==> src/cifd_pkg.sv <==
// Constants, field layouts and enumerations shared by the instruction decoder.
// Assumes one sys_clk period stands for one oscillator period.
package cifd_pkg;

  // Instruction word widths
  localparam int unsigned CIFD_WORD_W = 16;
  localparam int unsigned CIFD_EXT_W = 12;

  // Phases per instruction cycle and the phase numbers
  localparam logic [1:0] CIFD_PH_DECODE = 2'h0;
  localparam logic [1:0] CIFD_PH_READ = 2'h1;
  localparam logic [1:0] CIFD_PH_PROCESS = 2'h2;
  localparam logic [1:0] CIFD_PH_WRITE = 2'h3;
  localparam int unsigned CIFD_PHASES = 4;

  // Clock figures: an instruction cycle is four clock periods
  localparam int unsigned CIFD_CLK_PERIOD_NS = 50;
  localparam int unsigned CIFD_ICYC_NS = CIFD_PHASES * CIFD_CLK_PERIOD_NS;
  localparam int unsigned CIFD_ICYC_CLKS = CIFD_ICYC_NS / CIFD_CLK_PERIOD_NS;

  // Upper nibble of every second word, and the load literal upper byte
  localparam logic [3:0] CIFD_SECOND_TAG = 4'hf;
  localparam logic [7:0] CIFD_LOAD_LIT_OP = 8'h0e;

  // Field positions inside a word
  localparam int unsigned CIFD_DEST_BIT = 9;
  localparam int unsigned CIFD_ACCESS_BIT = 8;
  localparam int unsigned CIFD_BITNUM_LSB = 9;
  localparam int unsigned CIFD_PTR_LSB = 4;
  localparam int unsigned CIFD_CALL_S_BIT = 8;

  // Reset values
  localparam logic [7:0] CIFD_WORKING_RST = 8'h00;
  localparam logic [15:0] CIFD_WORD_RST = 16'h0000;

  // Instruction classes
  typedef enum logic [2:0] {
    CLS_NOP = 3'b000,
    CLS_BYTE = 3'b001,
    CLS_BIT = 3'b010,
    CLS_LITERAL = 3'b011,
    CLS_CONTROL = 3'b100,
    CLS_LOAD_LIT = 3'b101,
    CLS_EXT = 3'b110
  } cifd_class_e;

  // Treatment of the current instruction cycle
  typedef enum logic [1:0] {
    ST_EXEC = 2'b00,
    ST_SECOND = 2'b01,
    ST_FLUSH = 2'b10
  } cifd_state_e;

  // True for a word that can only be the second half of a long instruction
  function automatic logic cifd_is_second(input logic [15:0] w);
    return w[15:12] == CIFD_SECOND_TAG;
  endfunction

  // True for the load literal to working register opcode
  function automatic logic cifd_is_load_lit(input logic [15:0] w);
    return w[15:8] == CIFD_LOAD_LIT_OP;
  endfunction

endpackage

==> src/cifd_phase_gen.sv <==
// Four-phase generator that splits each instruction cycle into clock periods.
// Assumes sys_clk is the oscillator and reset_n is asynchronous, active low.
`timescale 1ns/100ps
module cifd_phase_gen
  import cifd_pkg::*;
(
  input wire logic sys_clk,
  input wire logic reset_n,
  output logic [1:0] phase_q
);

  logic [1:0] phase_d; // Next phase

  // Advance one phase per oscillator period, wrapping after the fourth
  always_comb begin
    phase_d = phase_q + 2'h1;
  end

  // Phase register
  always_ff @(posedge sys_clk or negedge reset_n) begin
    if (!reset_n) begin
      phase_q <= CIFD_PH_DECODE;
    end else begin
      phase_q <= phase_d;
    end
  end

  a_phase_wrap: assert property (@(posedge sys_clk) disable iff (!reset_n)
    (phase_q == CIFD_PH_WRITE) |=> (phase_q == CIFD_PH_DECODE))
    else $error("phase did not wrap after the fourth period");

  a_phase_step: assert property (@(posedge sys_clk) disable iff (!reset_n)
    (phase_q == CIFD_PH_DECODE) |=> ##2 (phase_q == CIFD_PH_WRITE))
    else $error("instruction cycle is not four periods long");

endmodule

==> src/cifd_field_split.sv <==
// Combinational split of one instruction word into its class and operand fields.
// Assumes the caller registers the outputs; no state is held here.
`timescale 1ns/100ps
module cifd_field_split
  import cifd_pkg::*;
(
  input wire logic [15:0] word,
  output cifd_class_e cls,
  output logic is_double,
  output logic pc_change,
  output logic conditional,
  output logic [7:0] file_addr,
  output logic dest_file,
  output logic access_sel,
  output logic [2:0] bit_num,
  output logic [7:0] literal,
  output logic [1:0] pointer_sel,
  output logic [10:0] branch_off,
  output logic call_mode,
  output logic [1:0] table_mode
);

  // Operand fields other than call_mode and branch_off sit at fixed places, so they are cut for every word
  always_comb begin
    file_addr = word[7:0];
    dest_file = word[CIFD_DEST_BIT];
    access_sel = word[CIFD_ACCESS_BIT];
    bit_num = word[CIFD_BITNUM_LSB +: 3];
    literal = word[7:0];
    pointer_sel = word[CIFD_PTR_LSB +: 2];
    branch_off = word[10:0];
    table_mode = word[1:0];
    call_mode = word[CIFD_CALL_S_BIT];
    cls = CLS_NOP;
    is_double = 1'b0;
    pc_change = 1'b0;
    conditional = 1'b0;
    // Opcode portion in the upper bits names the instruction type
    case (word[15:12])
      4'h0: begin
        if (cifd_is_load_lit(word)) begin
          cls = CLS_LOAD_LIT;
        end else if (word[15:8] == 8'h00) begin
          // Table access, return or no operand
          cls = CLS_CONTROL;
          pc_change = (word[7:1] == 7'h09);
          call_mode = word[0];
          if (word[7:0] == 8'h00) begin
            cls = CLS_NOP;
          end
        end else begin
          cls = CLS_LITERAL;
        end
      end
      4'h1, 4'h2, 4'h3, 4'h4, 4'h5: begin
        cls = CLS_BYTE;
      end
      4'h6, 4'h7, 4'h8, 4'h9: begin
        cls = CLS_BIT;
      end
      4'ha, 4'hb: begin
        // Bit test that skips the next word when true
        cls = CLS_BIT;
        conditional = 1'b1;
      end
      4'hc: begin
        // Long file-to-file move
        cls = CLS_BYTE;
        is_double = 1'b1;
      end
      4'hd: begin
        cls = CLS_CONTROL;
        pc_change = 1'b1;
      end
      4'he: begin
        cls = CLS_CONTROL;
        if (word[11] == 1'b0) begin
          // Short conditional branch
          branch_off = {3'h0, word[7:0]};
          conditional = 1'b1;
        end else if (word[11:9] == 3'h6) begin
          is_double = 1'b1;
        end else if (word[11:8] == 4'he) begin
          cls = CLS_LITERAL;
          is_double = 1'b1;
        end else if (word[11:8] == 4'hf) begin
          is_double = 1'b1;
        end else begin
          cls = CLS_LITERAL;
        end
      end
      default: begin
        // Orphaned second word runs as a no-op
        cls = CLS_NOP;
      end
    endcase
  end

endmodule

==> src/cifd_decoder.sv <==
// Instruction format decoder and cycle timing for an 8-bit core.
// Assumes the fetch path holds fetch_word stable through the decode phase
// and that cond_true and alu_result come from logic on sys_clk.
//
// Functional notes
// - Single instructions are one 16-bit word
// - Four instructions span two words, 32 bits
// - Lone second word, top nibble ones, is no-op
// - Destination bit zero working, one file
// - Byte ops give file, destination, access bits
// - Bit ops give file, bit number, access
// - Literal ops give literal, pointer select, or none
// - Control ops give address, mode fields, or none
// - One cycle; two when taken or jumping
// - Double-word instructions take two cycles
// - Instruction cycle is four oscillator periods
// - Taken skip over two-word instruction: three cycles
// - Load literal copies low byte, flags untouched
`timescale 1ns/100ps
module cifd_decoder
  import cifd_pkg::*;
(
  input wire logic sys_clk,
  input wire logic reset_n,
  input wire logic [15:0] fetch_word,
  input wire logic cond_true,
  input wire logic [7:0] alu_result,
  output logic [1:0] phase_q,
  output logic fetch_take_q,
  output logic [2:0] instr_class_q,
  output logic is_nop_q,
  output logic second_word_q,
  output logic [7:0] file_addr_q,
  output logic dest_file_q,
  output logic access_sel_q,
  output logic [2:0] bit_num_q,
  output logic [7:0] literal_q,
  output logic [1:0] pointer_sel_q,
  output logic [10:0] branch_off_q,
  output logic call_mode_q,
  output logic [1:0] table_mode_q,
  output logic [11:0] ext_word_q,
  output logic [7:0] working_register_q,
  output logic cycle_end_q
);

  // Fields of the word now on the fetch port
  cifd_class_e f_cls;
  logic f_double;
  logic f_pc_change;
  logic f_cond;
  logic [7:0] f_file;
  logic f_dest;
  logic f_access;
  logic [2:0] f_bit;
  logic [7:0] f_lit;
  logic [1:0] f_ptr;
  logic [10:0] f_off;
  logic f_call;
  logic [1:0] f_table;

  // Decode state of the current instruction cycle
  cifd_state_e state_q;
  cifd_state_e state_d;
  cifd_class_e cls_q;
  cifd_class_e cls_d;
  logic double_q; // Latched word opens a two-word instruction
  logic double_d;
  logic pc_change_q; // Latched word always moves the program counter
  logic pc_change_d;
  logic cond_q; // Latched word has a conditional outcome
  logic cond_d;
  logic taken; // Extra cycle needed after this one

  // Registered outputs, next values
  logic fetch_take_d;
  logic is_nop_d;
  logic second_word_d;
  logic [7:0] file_addr_d;
  logic dest_file_d;
  logic access_sel_d;
  logic [2:0] bit_num_d;
  logic [7:0] literal_d;
  logic [1:0] pointer_sel_d;
  logic [10:0] branch_off_d;
  logic call_mode_d;
  logic [1:0] table_mode_d;
  logic [11:0] ext_word_d;
  logic [7:0] lit_hold_q; // Literal read in the second phase
  logic [7:0] lit_hold_d;
  logic [7:0] working_register_d;
  logic cycle_end_d;

  // Phase counter of the four-period instruction cycle
  cifd_phase_gen u_phase (
    .sys_clk(sys_clk),
    .reset_n(reset_n),
    .phase_q(phase_q)
  );

  // Field extraction of the incoming word
  cifd_field_split u_split (
    .word(fetch_word),
    .cls(f_cls),
    .is_double(f_double),
    .pc_change(f_pc_change),
    .conditional(f_cond),
    .file_addr(f_file),
    .dest_file(f_dest),
    .access_sel(f_access),
    .bit_num(f_bit),
    .literal(f_lit),
    .pointer_sel(f_ptr),
    .branch_off(f_off),
    .call_mode(f_call),
    .table_mode(f_table)
  );

  // Word latch: the decode phase takes the fetched word
  always_comb begin
    fetch_take_d = (phase_q == CIFD_PH_DECODE);
    cls_d = cls_q;
    double_d = double_q;
    pc_change_d = pc_change_q;
    cond_d = cond_q;
    is_nop_d = is_nop_q;
    second_word_d = second_word_q;
    file_addr_d = file_addr_q;
    dest_file_d = dest_file_q;
    access_sel_d = access_sel_q;
    bit_num_d = bit_num_q;
    literal_d = literal_q;
    pointer_sel_d = pointer_sel_q;
    branch_off_d = branch_off_q;
    call_mode_d = call_mode_q;
    table_mode_d = table_mode_q;
    ext_word_d = ext_word_q;
    if (phase_q == CIFD_PH_DECODE) begin
      double_d = f_double;
      file_addr_d = f_file;
      dest_file_d = f_dest;
      access_sel_d = f_access;
      bit_num_d = f_bit;
      literal_d = f_lit;
      pointer_sel_d = f_ptr;
      branch_off_d = f_off;
      call_mode_d = f_call;
      table_mode_d = f_table;
      case (state_q)
        ST_SECOND: begin
          // Operand word of a two-word instruction, not executed alone
          cls_d = CLS_EXT;
          is_nop_d = 1'b0;
          second_word_d = 1'b1;
          ext_word_d = fetch_word[CIFD_EXT_W-1:0];
          pc_change_d = 1'b0;
          cond_d = 1'b0;
          double_d = 1'b0;
        end
        ST_FLUSH: begin
          // Discarded word runs as a no-op, its length is still tracked
          cls_d = CLS_NOP;
          is_nop_d = 1'b1;
          second_word_d = 1'b0;
          pc_change_d = 1'b0;
          cond_d = 1'b0;
        end
        default: begin
          cls_d = f_cls;
          is_nop_d = cifd_is_second(fetch_word) || (f_cls == CLS_NOP);
          second_word_d = 1'b0;
          pc_change_d = f_pc_change;
          cond_d = f_cond;
        end
      endcase
    end
  end

  always_ff @(posedge sys_clk or negedge reset_n) begin
    if (!reset_n) begin
      fetch_take_q <= 1'b0;
      cls_q <= CLS_NOP;
      double_q <= 1'b0;
      pc_change_q <= 1'b0;
      cond_q <= 1'b0;
      is_nop_q <= 1'b1;
      second_word_q <= 1'b0;
      file_addr_q <= CIFD_WORKING_RST;
      dest_file_q <= 1'b0;
      access_sel_q <= 1'b0;
      bit_num_q <= 3'h0;
      literal_q <= CIFD_WORKING_RST;
      pointer_sel_q <= 2'h0;
      branch_off_q <= 11'h000;
      call_mode_q <= 1'b0;
      table_mode_q <= 2'h0;
      ext_word_q <= 12'h000;
    end else begin
      fetch_take_q <= fetch_take_d;
      cls_q <= cls_d;
      double_q <= double_d;
      pc_change_q <= pc_change_d;
      cond_q <= cond_d;
      is_nop_q <= is_nop_d;
      second_word_q <= second_word_d;
      file_addr_q <= file_addr_d;
      dest_file_q <= dest_file_d;
      access_sel_q <= access_sel_d;
      bit_num_q <= bit_num_d;
      literal_q <= literal_d;
      pointer_sel_q <= pointer_sel_d;
      branch_off_q <= branch_off_d;
      call_mode_q <= call_mode_d;
      table_mode_q <= table_mode_d;
      ext_word_q <= ext_word_d;
    end
  end

  assign instr_class_q = cls_q;

  // Cycle sequencing: decided at the end of the write phase
  always_comb begin
    taken = !is_nop_q && (pc_change_q || (cond_q && cond_true));
    state_d = state_q;
    cycle_end_d = (phase_q == CIFD_PH_WRITE);
    if (phase_q == CIFD_PH_WRITE) begin
      case (state_q)
        ST_EXEC: begin
          if (double_q && !is_nop_q) begin
            state_d = ST_SECOND;
          end else if (taken) begin
            state_d = ST_FLUSH;
          end else begin
            state_d = ST_EXEC;
          end
        end
        ST_SECOND: begin
          state_d = ST_EXEC;
        end
        ST_FLUSH: begin
          // A skipped two-word instruction costs its second word too
          state_d = double_q ? ST_FLUSH : ST_EXEC;
        end
        default: begin
          state_d = ST_EXEC;
        end
      endcase
    end
  end

  always_ff @(posedge sys_clk or negedge reset_n) begin
    if (!reset_n) begin
      state_q <= ST_EXEC;
      cycle_end_q <= 1'b0;
    end else begin
      state_q <= state_d;
      cycle_end_q <= cycle_end_d;
    end
  end

  // Working register path: literal read in phase two, written in phase four
  always_comb begin
    lit_hold_d = lit_hold_q;
    working_register_d = working_register_q;
    if (phase_q == CIFD_PH_READ) begin
      lit_hold_d = literal_q;
    end
    // Process phase needs no work for a plain literal copy
    if (phase_q == CIFD_PH_WRITE && !is_nop_q) begin
      if (cls_q == CLS_LOAD_LIT) begin
        working_register_d = lit_hold_q;
      end else if (cls_q == CLS_BYTE && !double_q && !dest_file_q) begin
        working_register_d = alu_result;
      end
    end
  end

  always_ff @(posedge sys_clk or negedge reset_n) begin
    if (!reset_n) begin
      lit_hold_q <= CIFD_WORKING_RST;
      working_register_q <= CIFD_WORKING_RST;
    end else begin
      lit_hold_q <= lit_hold_d;
      working_register_q <= working_register_d;
    end
  end

  a_fetch_take: assert property (@(posedge sys_clk) disable iff (!reset_n)
    (phase_q == CIFD_PH_DECODE) |=> fetch_take_q ##1 !fetch_take_q)
    else $error("fetch take not a pulse after decode phase");

  a_orphan_nop: assert property (@(posedge sys_clk) disable iff (!reset_n)
    (phase_q == CIFD_PH_DECODE && state_q == ST_EXEC && fetch_word[15:12] == 4'hf)
    |=> is_nop_q)
    else $error("lone second word not treated as no-op");

  a_dest_select: assert property (@(posedge sys_clk) disable iff (!reset_n)
    (phase_q == CIFD_PH_DECODE && state_q == ST_EXEC && f_cls == CLS_BYTE)
    |=> (dest_file_q == $past(fetch_word[9])) && (file_addr_q == $past(fetch_word[7:0])))
    else $error("byte operand fields wrong");

  a_bit_fields: assert property (@(posedge sys_clk) disable iff (!reset_n)
    (phase_q == CIFD_PH_DECODE && f_cls == CLS_BIT)
    |=> (bit_num_q == $past(fetch_word[11:9])) && (access_sel_q == $past(fetch_word[8])))
    else $error("bit operand fields wrong");

  a_double_two: assert property (@(posedge sys_clk) disable iff (!reset_n)
    (phase_q == CIFD_PH_WRITE && state_q == ST_EXEC && double_q && !is_nop_q)
    |=> (state_q == ST_SECOND) [*4] ##1 (state_q == ST_EXEC))
    else $error("double-word instruction not two cycles");

  a_taken_extra: assert property (@(posedge sys_clk) disable iff (!reset_n)
    (phase_q == CIFD_PH_WRITE && state_q == ST_EXEC && !double_q && taken)
    |=> (state_q == ST_FLUSH) ##1 is_nop_q)
    else $error("taken instruction lacks its no-op cycle");

  a_single_one: assert property (@(posedge sys_clk) disable iff (!reset_n)
    (phase_q == CIFD_PH_WRITE && state_q == ST_EXEC && !double_q && !taken)
    |=> (state_q == ST_EXEC))
    else $error("plain instruction took more than one cycle");

  a_skip_long: assert property (@(posedge sys_clk) disable iff (!reset_n)
    (phase_q == CIFD_PH_WRITE && state_q == ST_FLUSH && double_q)
    |=> (state_q == ST_FLUSH) [*4] ##1 (state_q == ST_EXEC))
    else $error("skipped two-word instruction not fully flushed");

  a_load_lit_wr: assert property (@(posedge sys_clk) disable iff (!reset_n)
    (phase_q == CIFD_PH_DECODE && state_q == ST_EXEC && fetch_word[15:8] == 8'h0e)
    |=> ##2 $stable(working_register_q) ##1 (working_register_q == $past(fetch_word[7:0], 4)))
    else $error("load literal did not write working register in phase four");

  c_load_lit: cover property (@(posedge sys_clk) disable iff (!reset_n)
    (phase_q == CIFD_PH_WRITE && cls_q == CLS_LOAD_LIT && !is_nop_q));
  c_double: cover property (@(posedge sys_clk) disable iff (!reset_n)
    (state_q == ST_SECOND && phase_q == CIFD_PH_WRITE));
  c_flush: cover property (@(posedge sys_clk) disable iff (!reset_n)
    (state_q == ST_FLUSH && double_q && phase_q == CIFD_PH_WRITE));

endmodule

==> config.mk <==
export PLATFORM = sky130hd
export DESIGN_NAME = cifd_decoder
export DESIGN_NICKNAME = d
export VERILOG_FILES = /design/src/cifd_pkg.sv /design/src/cifd_phase_gen.sv /design/src/cifd_field_split.sv /design/src/cifd_decoder.sv
export SDC_FILE = /design/constraint.sdc
export NUM_CORES = 1
export LEC_CHECK = 0
export ABC_AREA = 1
export BUFFER_PORTS_ARGS = -buffer_cell sky130_fd_sc_hd__buf_2
export CAP_MARGIN = 15
export CORE_MARGIN = 10
export CORE_UTILIZATION = 54
export DETAILED_ROUTE_END_ITERATION = 12
export GPL_TIMING_DRIVEN = 0
export PLACE_DENSITY_LB_ADDON = 0.2
export SYNTH_ARGS = -nofsm -noshare
export SYNTH_HDL_FRONTEND = slang
export SYNTH_SLANG_ARGS = --single-unit
==> constraint.sdc <==
create_clock -name sys_clk -period 2.9 [get_ports sys_clk]
set_clock_uncertainty 0.2 [all_clocks]
set_input_delay 0.145 -clock sys_clk [delete_from_list [all_inputs] [get_ports sys_clk]]
set_output_delay 0.145 -clock sys_clk [all_outputs]
set_load 0.1 [all_outputs]
=== Yosys cells after proc, flatten, opt, wreduce, memory -nomap -nowiden ===
Cells that the tools add are included.

* Register bits: 71
* Word-level logic and storage cells: 107

* Add/subtract/negate cells: 1
* Equality and inequality tests: 26
* Mux-type cells: 35
* Reductions and logical operators: 24

{| class="wikitable"
|+ Operator list
! kind !! count
|-
| $eq 4x4->1 const B || 10
|-
| $mux 11 || 2
|-
| $mux 3 || 7
|-
| $eq 4x3->1 const B || 4
|-
| $logic_not 8->1 || 2
|-
| $mux 8 || 2
|-
| $pmux 3 s5 || 1
|-
| $mux 1 || 14
|-
| $reduce_or 6->1 || 2
|-
| $eq 4x2->1 const B || 2
|-
| $eq 8x4->1 const B || 1
|-
| $pmux 1 s2 || 4
|-
| $eq 7x4->1 const B || 1
|-
| $eq 3x3->1 const B || 2
|-
| $logic_and 1x1->1 || 6
|-
| $mux 2 || 3
|-
| $pmux 3 s2 || 1
|-
| $eq 2x1->1 const B || 2
|-
| $eq 2x2->1 const B || 2
|-
| $eq 4x1->1 const B || 1
|-
| $logic_not 2->1 || 2
|-
| $logic_not 4->1 || 1
|-
| $pmux 2 s2 || 1
|-
| $reduce_and 2->1 || 2
|-
| other kinds (7) || 11
|}

=== Logic depth before layout (Yosys ltp) ===
Gate-level depths: netlist (run 1).

* Depth in word-level cells: 9
* Gate-level depth with buffers: 9

=== Hierarchy ===
A second synthesis (run 1) with hierarchy kept.

* Cell total of the unflattened synthesis: 482
* Area total of the unflattened synthesis: 3849.9 um^2

{| class="wikitable"
|+ Modules (own cells, without submodules)
! module !! instances !! cells an instance !! area an instance (um^2) !! seq. area each (um^2)
|-
| cifd_decoder || 1 || 372 || 3221.8 || 1928.1
|-
| cifd_field_split || 1 || 103 || 556.8 || 0.0
|-
| cifd_phase_gen || 1 || 7 || 71.3 || 50.0
|}

=== Worst setup path after synthesis (run 1) ===
No wires, ideal clock.

* Path type: reg-to-reg
* Start: register u_phase.phase_q[0]
* End: register working_register_q[3]
* Setup time: 0.128 ns
* Arrival time: 1.884 ns
* Required time: 2.572 ns
* Setup slack: 0.688 ns
* Cell stages (with the launch flop): 4
* Cells stage by stage: dfrtp_1 > ha_1 > nand4_2 > mux2_1

* Word-level cells in the longest chain between the ends: 3

{| class="wikitable"
|+ RTL lines
! element !! RTL line !! RTL
|-
| from (decl) || cifd_phase_gen.sv:9 || <nowiki>output logic [1:0] phase_q</nowiki>
|-
| from (signal assigned) || cifd_phase_gen.sv:24 || <nowiki>phase_q <= phase_d;</nowiki>
|-
| $eq 2x2->1 || n/a ||
|-
| named net cycle_end_d || cifd_decoder.sv:92 || <nowiki>logic cycle_end_d;</nowiki>
|-
| $logic_and 1x1->1 || cifd_decoder.sv:269 || <nowiki>if (phase_q == CIFD_PH_WRITE && !is_nop_q) begin</nowiki>
|-
| $reduce_and 2->1 (no source line) || n/a ||
|-
| to (signal assigned) || cifd_decoder.sv:284 || <nowiki>working_register_q <= working_register_d;</nowiki>
|-
| to (decl) || cifd_decoder.sv:43 || <nowiki>output logic [7:0] working_register_q,</nowiki>
|}

The timed path passes the listed nets, and every way through them passes these cells.
A chain may end at the register's enable or synchronous reset.

=== Final worst setup path (run 1) ===
* Start: register u_phase.phase_q[0]
* End: register ext_word_q[3]

* Word-level cells in the longest chain between the ends: 2

{| class="wikitable"
|+ RTL lines
! element !! RTL line !! RTL
|-
| $logic_not 2->1 || n/a ||
|-
| named net fetch_take_d || cifd_decoder.sv:76 || <nowiki>logic fetch_take_d;</nowiki>
|-
| $reduce_and 2->1 (no source line) || n/a ||
|-
| to (signal assigned) || cifd_decoder.sv:215 || <nowiki>ext_word_q <= ext_word_d;</nowiki>
|-
| to (decl) || cifd_decoder.sv:42 || <nowiki>output logic [11:0] ext_word_q,</nowiki>
|}

The timed path passes the listed nets, and every way through them passes these cells.

==> flow_summary_export.csv, run 1 <==
group,metric,value,unit
global_routing,grt.met2_usage,31.50,%
floorplanning,die_h,91.24,µm
global_routing,grt_max_degree,39,
clock_tree,worstSkewPairLatency,0.33,ns
global_routing,busiest_layer,"met2",
worst_setup_path,path_cells,"inv_1 -> ha_1 -> buf_2 -> nand2_1 -> buf_2 -> nand2_1 -> o21ai_0",
floorplanning,io_pins,93,
layout,drive_gt1_share,33.48,%
global_routing,globalRouteTotalUtil,18.35,%
routing,routedWlPerCell,14.57,µm
floorplanning,die_w,91.24,µm
hold_path,hp-class,"input port to flip-flop",
clock_tree,htreeDepth,3,
clock_tree,clockBufferDepth,2,
worst_setup_path,start_kind,"flip-flop",
place,dp_hpwl,5537,µm
routing,vias,2456,
routing,drc_errors,0,
place,portBuffers,92,
floorplanning,num_rows,25,
logic_synthesis,synth-seq-cells,58,
global_routing,grt_pass1_wl,12360,µm
global_routing,antenna_found_initial,0,
layout,syn_to_final_growth,33.93,%
routing,ant_nets,0,
clock_tree,clk_pin_slew,0.06,ns
power,p_leak,1.984,nW
clock_tree,clock-root-buffer,"clkbuf_8",
logic_synthesis,synth_nets,345,
sta,final-setup-viol-count,0,
logic_synthesis,syn_area,2740,µm²
layout,final_cells,509,
worst_setup_path,critPathRequiredTime,2.90,ns
global_routing,use_met3,5.267,%
place,globalplace.congestion,0.8737,
routing,viasPerCell,4.825,
layout,fin_util,76.18,%
routing,dr.pass1.iters,4,
place,placed_cells,472,
worst_setup_path,critPathKind,"flip-flop to flip-flop",
power,irDropWorstVdd,0.4384,mV
worst_setup_path,cp.arrival,1.76,ns
logic_synthesis,avgSynthCellArea,8.782,µm²
logic_synthesis,synth_cells,312,
layout,n_antenna_cell,0,
sta,setup_slack,1.142,ns
logic_synthesis,ys_seq_area_share,53.01,%
sta,worst_slew_pin_slew,0.5068,ns
power,p_total,2.961,mW
worst_setup_path,cp-end-kind,"flip-flop",
sta,period_minus_slack,1.758,ns
sta,finalHoldViolCount,0,
sta,rsz0062_at_grt,"no",
routing,drt_iter0_markers,143,
clock_tree,post-cts-setup-buffers,0,
sta,period_share,60.62,%
floorplanning,die-area,8324,µm²
sta,max_freq,568.8,MHz
place,place_ws,1.143,ns
worst_setup_path,max_stage_delay,0.41,ns
sta,finalSetupTns,0,ns
logic_synthesis,yosysWarnings,0,
logic_synthesis,synthDistinctLibCells,29,
floorplanning,core_region_area,4817,µm²
job,max-cap-violations,0,
clock_tree,clock_sinks,58,
power,powerDensity,806.9,nW/µm²
floorplanning,initial_utilization,56.88,%
worst_setup_path,cp_slowest_cell,"dfrtp_1",
global_routing,grt_overflow,0,
worst_setup_path,crit_fanout,10,
sta,slew_violations,0,
run_status,status,"completed",
global_routing,grt_use_met1,20.89,%
global_routing,grt_pass1_vias,2539,
layout,nNetsFinal,470,
sta,relSlewSlack,66.22,%
routing,routed_wl,7418,µm
clock_tree,cts_tree,"built",
clock_tree,cts_buffers,9,
## timing repair
item	in CTS	in global routing
hold buffers	21	0
hold endpoints to repair	93	0
resized for setup	0	0
## cells in the final DEF (no fill, tap or decap), types with 3 or more instances in the layout
master / n
buf_4: 21
nand2_1: 84
mux2_2: 6
inv_1: 36
clkbuf_1: 4
clkinv_2: 4
o21ai_0: 44
dfrtp_1: 57
ha_1: 6
o21ai_1: 3
dlygate4sd3_1: 21
nand3_1: 7
o22ai_1: 3
nor2_1: 17
clkbuf_8: 9
buf_2: 98
## sequential cells by signal (all words and copies together) (netlist names), 2 cells and up
register            flops
ext_word_q             12
u_phase.phase_q         2
state_q                 2
instr_class_q           3
working_register_q      8
literal_q               7
lit_hold_q              8
branch_off_q            4
bit_num_q               3
## synth_stat cells
| cell type | instances | share of area (%) |
|---|---|---|
| nor4_1 | 1 | 0.23 |
| o21ai_1 | 3 | 0.55 |
| nand4_1 | 1 | 0.23 |
| a21oi_2 | 1 | 0.32 |
| o22ai_1 | 3 | 0.69 |
| nand3_1 | 7 | 1.3 |
| mux2_2 | 6 | 2.5 |
| a31oi_1 | 2 | 0.46 |
| mux2_1 | 2 | 0.82 |
| nor3_1 | 2 | 0.37 |
| dfstp_2 | 1 | 0.96 |
| nand2_1 | 84 | 12 |
| nand3b_1 | 1 | 0.27 |
| o21ai_0 | 44 | 8.0 |
| clkinv_1 | 1 | 0.14 |
| a21oi_1 | 2 | 0.37 |
| inv_1 | 36 | 4.9 |
| dfrtp_1 | 57 | 52 |
| buf_2 | 6 | 1.1 |
| o21ai_2 | 1 | 0.32 |
| nor2_2 | 2 | 0.46 |
| ha_1 | 6 | 2.7 |
| nor2_1 | 17 | 2.3 |
| nand2_2 | 1 | 0.23 |
| clkbuf_1 | 1 | 0.14 |
| nand4_2 | 1 | 0.46 |
| buf_6 | 1 | 0.41 |
| nor2_4 | 1 | 0.41 |
| buf_4 | 21 | 5.8 |
## critical path: cells and delay by family, from the launching register on
kind	cells	cell delay, ns
compound gates	1	0.09
fa+ha+maj	1	0.15
buf+inv	3	0.53
flops	1	0.41
simple gates	2	0.26
## cell type report
cell class | instances | area [µm²]
flip-flops and latches | 58 | 1453
fillers | 369 | 1147
multi-input cells | 188 | 945.9
repair buffers | 114 | 690.7
plain buffers | 29 | 202.7
inverters | 37 | 138.9
clock buffers | 12 | 135.1
well taps | 67 | 83.83
clock inverters | 4 | 20.02
## worst paths after layout
path                                     from             to  slack [ns]  cells after the start
max                        u_phase.phase_q[0]  ext_word_q[3]        1.14                      7
min                            fetch_word[12]       double_q        0.02                      4
max reg2reg                u_phase.phase_q[0]  ext_word_q[3]        1.14                      7
min reg2reg                      access_sel_q   access_sel_q        0.27                      2
max in group asynchronous             reset_n       is_nop_q        1.75                      3
min in group asynchronous             reset_n  ext_word_q[3]        0.12                      2
## stage by stage
stage	cell area, µm²	hold WS, ns
detailed placement	3304	-0.06027
finish	3670	0.02020
CTS	3670	0.004677
global route	3670	0.07268
global placement	3284	0.2207
floorplan	2740	-0.3506
## layer usage
| layer | part of all wire, % | up-vias |
|---|---|---|
| li1 | - | 1219 |
| met1 | 43 | 1150 |
| met2 | 49 | 74 |
| met3 | 5.3 | 13 |
| met4 | 2.0 | 0 |
| met5 | 0 | - |
## power breakdown
| group | internal (mW) | total, mW | switching (mW) |
|---|---|---|---|
| sequential | 0.931 | 1.00 | 0.0701 |
| combinational | 0.219 | 1.35 | 1.14 |
| clock | 0.304 | 0.605 | 0.300 |
## kinds of logic after synthesis
group           synth area share (%)
simple gates                   17.76
buf+inv                        12.47
flops                          53.01
compound gates                 10.73
mux                            3.287
fa+ha+maj                      2.740
Power figures use the tool's default switching activity.
==> run 2, diff against run 1 <==
--- a/config.mk
+++ b/config.mk
@@ -5,11 +5,11 @@
 export SDC_FILE = /design/constraint.sdc
 export NUM_CORES = 1
 export LEC_CHECK = 0
-export ABC_AREA = 1
+export ABC_AREA = 0
 export BUFFER_PORTS_ARGS = -buffer_cell sky130_fd_sc_hd__buf_2
 export CAP_MARGIN = 15
 export CORE_MARGIN = 10
-export CORE_UTILIZATION = 54
+export CORE_UTILIZATION = 50
 export DETAILED_ROUTE_END_ITERATION = 12
 export GPL_TIMING_DRIVEN = 0
 export PLACE_DENSITY_LB_ADDON = 0.2
==> constraint.sdc (replaced) <==
create_clock -name sys_clk -period 1.7 [get_ports sys_clk]
set_clock_uncertainty 0.2 [all_clocks]
set_input_delay 0.085 -clock sys_clk [delete_from_list [all_inputs] [get_ports sys_clk]]
set_output_delay 0.085 -clock sys_clk [all_outputs]
set_load 0.1 [all_outputs]
==> run 2 against run 1 <==
Hold slack improved by 0.019 ns. Largest cell class unchanged. Highest routed layer unchanged. Total power up 76%. Non-clock buffer count increased by 1. Design area up 7.3%. Count of clock-buffer cells in the layout rose by 2. Register-to-register slack worse by 1.1 ns. Synthesized cell count decreased by 21%.
==> flow_summary_export.csv, run 2 <==
group,metric,value,unit
layout,final_common_cell,"buf_2",
floorplanning,die_w,94.03,µm
layout,mostFrequentLayoutCells,"buf_2 (85), dfrtp_1 (51), mux2_2 (27)",
logic_synthesis,synth-edff-count,0,
sta,worst_slew_pin_slew,0.6850,ns
clock_tree,cts_tree,"built",
layout,regMostFlops,"ext_word_q",
logic_synthesis,synthArstFlopShare,100.0,%
logic_synthesis,post-synth-top-count-cell,"dfrtp_1",
sta,relSlewSlack,54.33,%
sta,rsz0062_at_grt,"yes",
floorplanning,die-area,8842,µm²
logic_synthesis,synth-seq-cells,58,
place,place_ws,-0.04152,ns
worst_setup_path,max_stage_delay,0.58,ns
floorplanning,io_pins,93,
worst_setup_path,start_kind,"input port",
hold_path,hold_depth,2,
logic_synthesis,synthDistinctLibCells,37,
floorplanning,num_rows,26,
worst_setup_path,r2r_setup_slack,0.07,ns
worst_setup_path,r2r_cells,4,
place,dp_hpwl,5499,µm
routing,top_layer_used,"met4",
clock_tree,clock-root-buffer,"clkbuf_8",
clock_tree,clk_pin_slew,0.06,ns
worst_setup_path,cp-end-kind,"flip-flop",
sta,max_freq,600.2,MHz
logic_synthesis,syn_area,2740,µm²
global_routing,antenna_found_initial,1,
place,globalplace.congestion,0.9130,
sta,final-setup-viol-count,0,
layout,nNetsFinal,404,
routing,m1WireLength,3306,µm
logic_synthesis,synth_top_area_share,52.05,%
global_routing,grt_pass1_vias,2440,
global_routing,globalRouteTotalUtil,17.68,%
worst_setup_path,r2r-start,"u_phase.phase_q[1]",
hold_path,min_from,"fetch_word[0]",
routing,routedWlPerCell,17.53,µm
logic_synthesis,yosys.area.top_type,"dfrtp_1",
logic_synthesis,yosysWarnings,0,
worst_setup_path,cp.arrival,1.69,ns
layout,syn_to_final_growth,43.74,%
hold_path,hp-class,"input port to flip-flop",
run_status,status,"completed",
sta,setup_slack,0.03402,ns
clock_tree,htreeDepth,3,
logic_synthesis,synth_cells,247,
worst_setup_path,critPathRequiredTime,1.73,ns
worst_setup_path,path_cells,"dlygate4sd3_1 -> buf_4 -> nor4_4 -> nand2_1 -> o221a_4 -> o22ai_1",
hold_path,hold_end,"literal_q[0]",
routing,drc_errors,0,
floorplanning,die_h,94.03,µm
worst_setup_path,crit_fanout,8,
logic_synthesis,synth_ff_type,"dfrtp_1",
worst_setup_path,reg2reg_to,"literal_q[0]",
sta,finalHoldViolCount,0,
routing,vias,2299,
sta,finalSetupTns,0,ns
layout,drive_gt1_share,49.73,%
worst_setup_path,cp_slowest_cell,"dlygate4sd3_1",
logic_synthesis,synth_nets,280,
place,portBuffers,89,
routing,routed_wl,7838,µm
job,max-cap-violations,0,
worst_setup_path,critPathKind,"input port to flip-flop",
power,p_leak,1.918,nW
logic_synthesis,ys_seq_area_share,53.01,%
global_routing,grt_pass1_wl,12490,µm
routing,drt_iter0_markers,109,
layout,top_regs,"ext_word_q (12), lit_hold_q (8), working_register_q (8)",
logic_synthesis,avgSynthCellArea,11.09,µm²
clock_tree,cts_buffers,9,
global_routing,grt_max_degree,31,
sta,holdWs,0.03877,ns
logic_synthesis,synthTopCellsByArea,"dfrtp_1 (52%), mux2_2 (12%), buf_4 (6.3%)",
global_routing,grt_overflow,0,
floorplanning,initial_utilization,52.64,%
clock_tree,clockBufferDepth,2,
power,irDropWorstVdd,0.9089,mV
layout,largest_register_ffs,12,
routing,ant_nets,0,
power,powerDensity,1320,nW/µm²
floorplanning,core_region_area,5205,µm²
layout,final_cell_area,3939,µm²
place,place_area,3415,µm²
clock_tree,clock_sinks,58,
routing,wl_met2,3777,µm
sta,period_minus_slack,1.666,ns
routing,wl_met3,691,µm
clock_tree,worstSkewPairLatency,0.32,ns
routing,dr.pass1.iters,4,
routing,viasPerCell,5.143,
sta,slew_violations,0,
sta,period_share,98.00,%
logic_synthesis,yosys-top-cells-count,"dfrtp_1 (57), mux2_2 (28), nand2_1 (24)",
[run 2: changes by cell type after synthesis, moves of 9 or more]
cell / before / now
inv_1: 36 / 20
mux2_2: 6 / 28
mux2i_1: 0 / 9
nand2_1: 84 / 24
nor2_1: 17 / 7
o21ai_0: 44 / 18
[run 2: cell families (layout without fill, tap and decap cells)]
| logic type | after synthesis | in the layout | synth area share [%] |
|---|---|---|---|
| flops | 58 | 58 | 53.01 |
| simple gates | 49 | 49 | 9.362 |
| other cells | 0 | 1 | 0 |
| compound gates | 46 | 46 | 9.954 |
| fa+ha+maj | 6 | 6 | 2.740 |
| mux | 37 | 37 | 14.79 |
| buf+inv | 51 | 180 | 10.14 |
[run 2: worst max-delay path by stage]
stage,to,depth (start not counted),startpoint,slack (ns)
5_1_grt,instr_class_q[2],6,fetch_word[14],-0.02
3_3_place_gp,instr_class_q[0],5,u_phase.phase_q[1],-0.05
6_report,instr_class_q[2],6,fetch_word[12],0.03
3_5_place_dp,instr_class_q[0],5,u_phase.phase_q[1],-0.04
2_1_floorplan,ext_word_q[7],6,u_phase.phase_q[1],-0.13
4_1_cts,instr_class_q[2],6,fetch_word[12],0.004
[run 2: per-stage QoR]
step	util [%]	power, mW	instances
2_1_floorplan	-	3.601	247
3_3_place_gp	65.22	3.968	406
3_5_place_dp	65.60	4.003	407
4_1_cts	74.06	5.207	447
5_1_grt	75.67	5.402	447
6_report	75.67	5.200	447
[run 2: metal layers]
| layer | vias to the layer above | GRT usage [%] |
|---|---|---|
| met2 | 108 | 28.28 |
| li1 | 1083 | - |
| met5 | - | 0 |
| met3 | 6 | 5.116 |
| met4 | 0 | 6.203 |
| met1 | 1102 | 22.22 |
[run 2: what timing repair did]
| item | CTS | global route |
|---|---|---|
| buffers inserted | 0 | 3 |
| pin swaps | 0 | 5 |
| resized for setup | 4 | 19 |
| hold buffers | 25 | 0 |
| setup endpoints to repair | 21 | 27 |
| hold endpoints to repair | 67 | 0 |
[run 2: layout make-up]
type | count | area, µm²
timing repair buffer | 115 | 730.7
tap | 70 | 87.58
sequential | 58 | 1468
multi-input combinational | 138 | 1156
clock buffer | 14 | 172.7
fill | 359 | 1266
buffer | 29 | 231.5
inverter | 20 | 80.08
clock inverter | 2 | 10.01
antenna | 1 | 2.502
[run 2: power breakdown]
group | switching, mW | internal [mW]
registers | 0.125 | 1.59
clock network | 0.513 | 0.646
logic | 1.93 | 0.393
total | 2.57 | 2.63
[run 2: worst max-delay path, delay by kind of cell]
family          cells  cell delay, ns
buf+inv             2            0.77
simple gates        2            0.46
compound gates      2            0.38
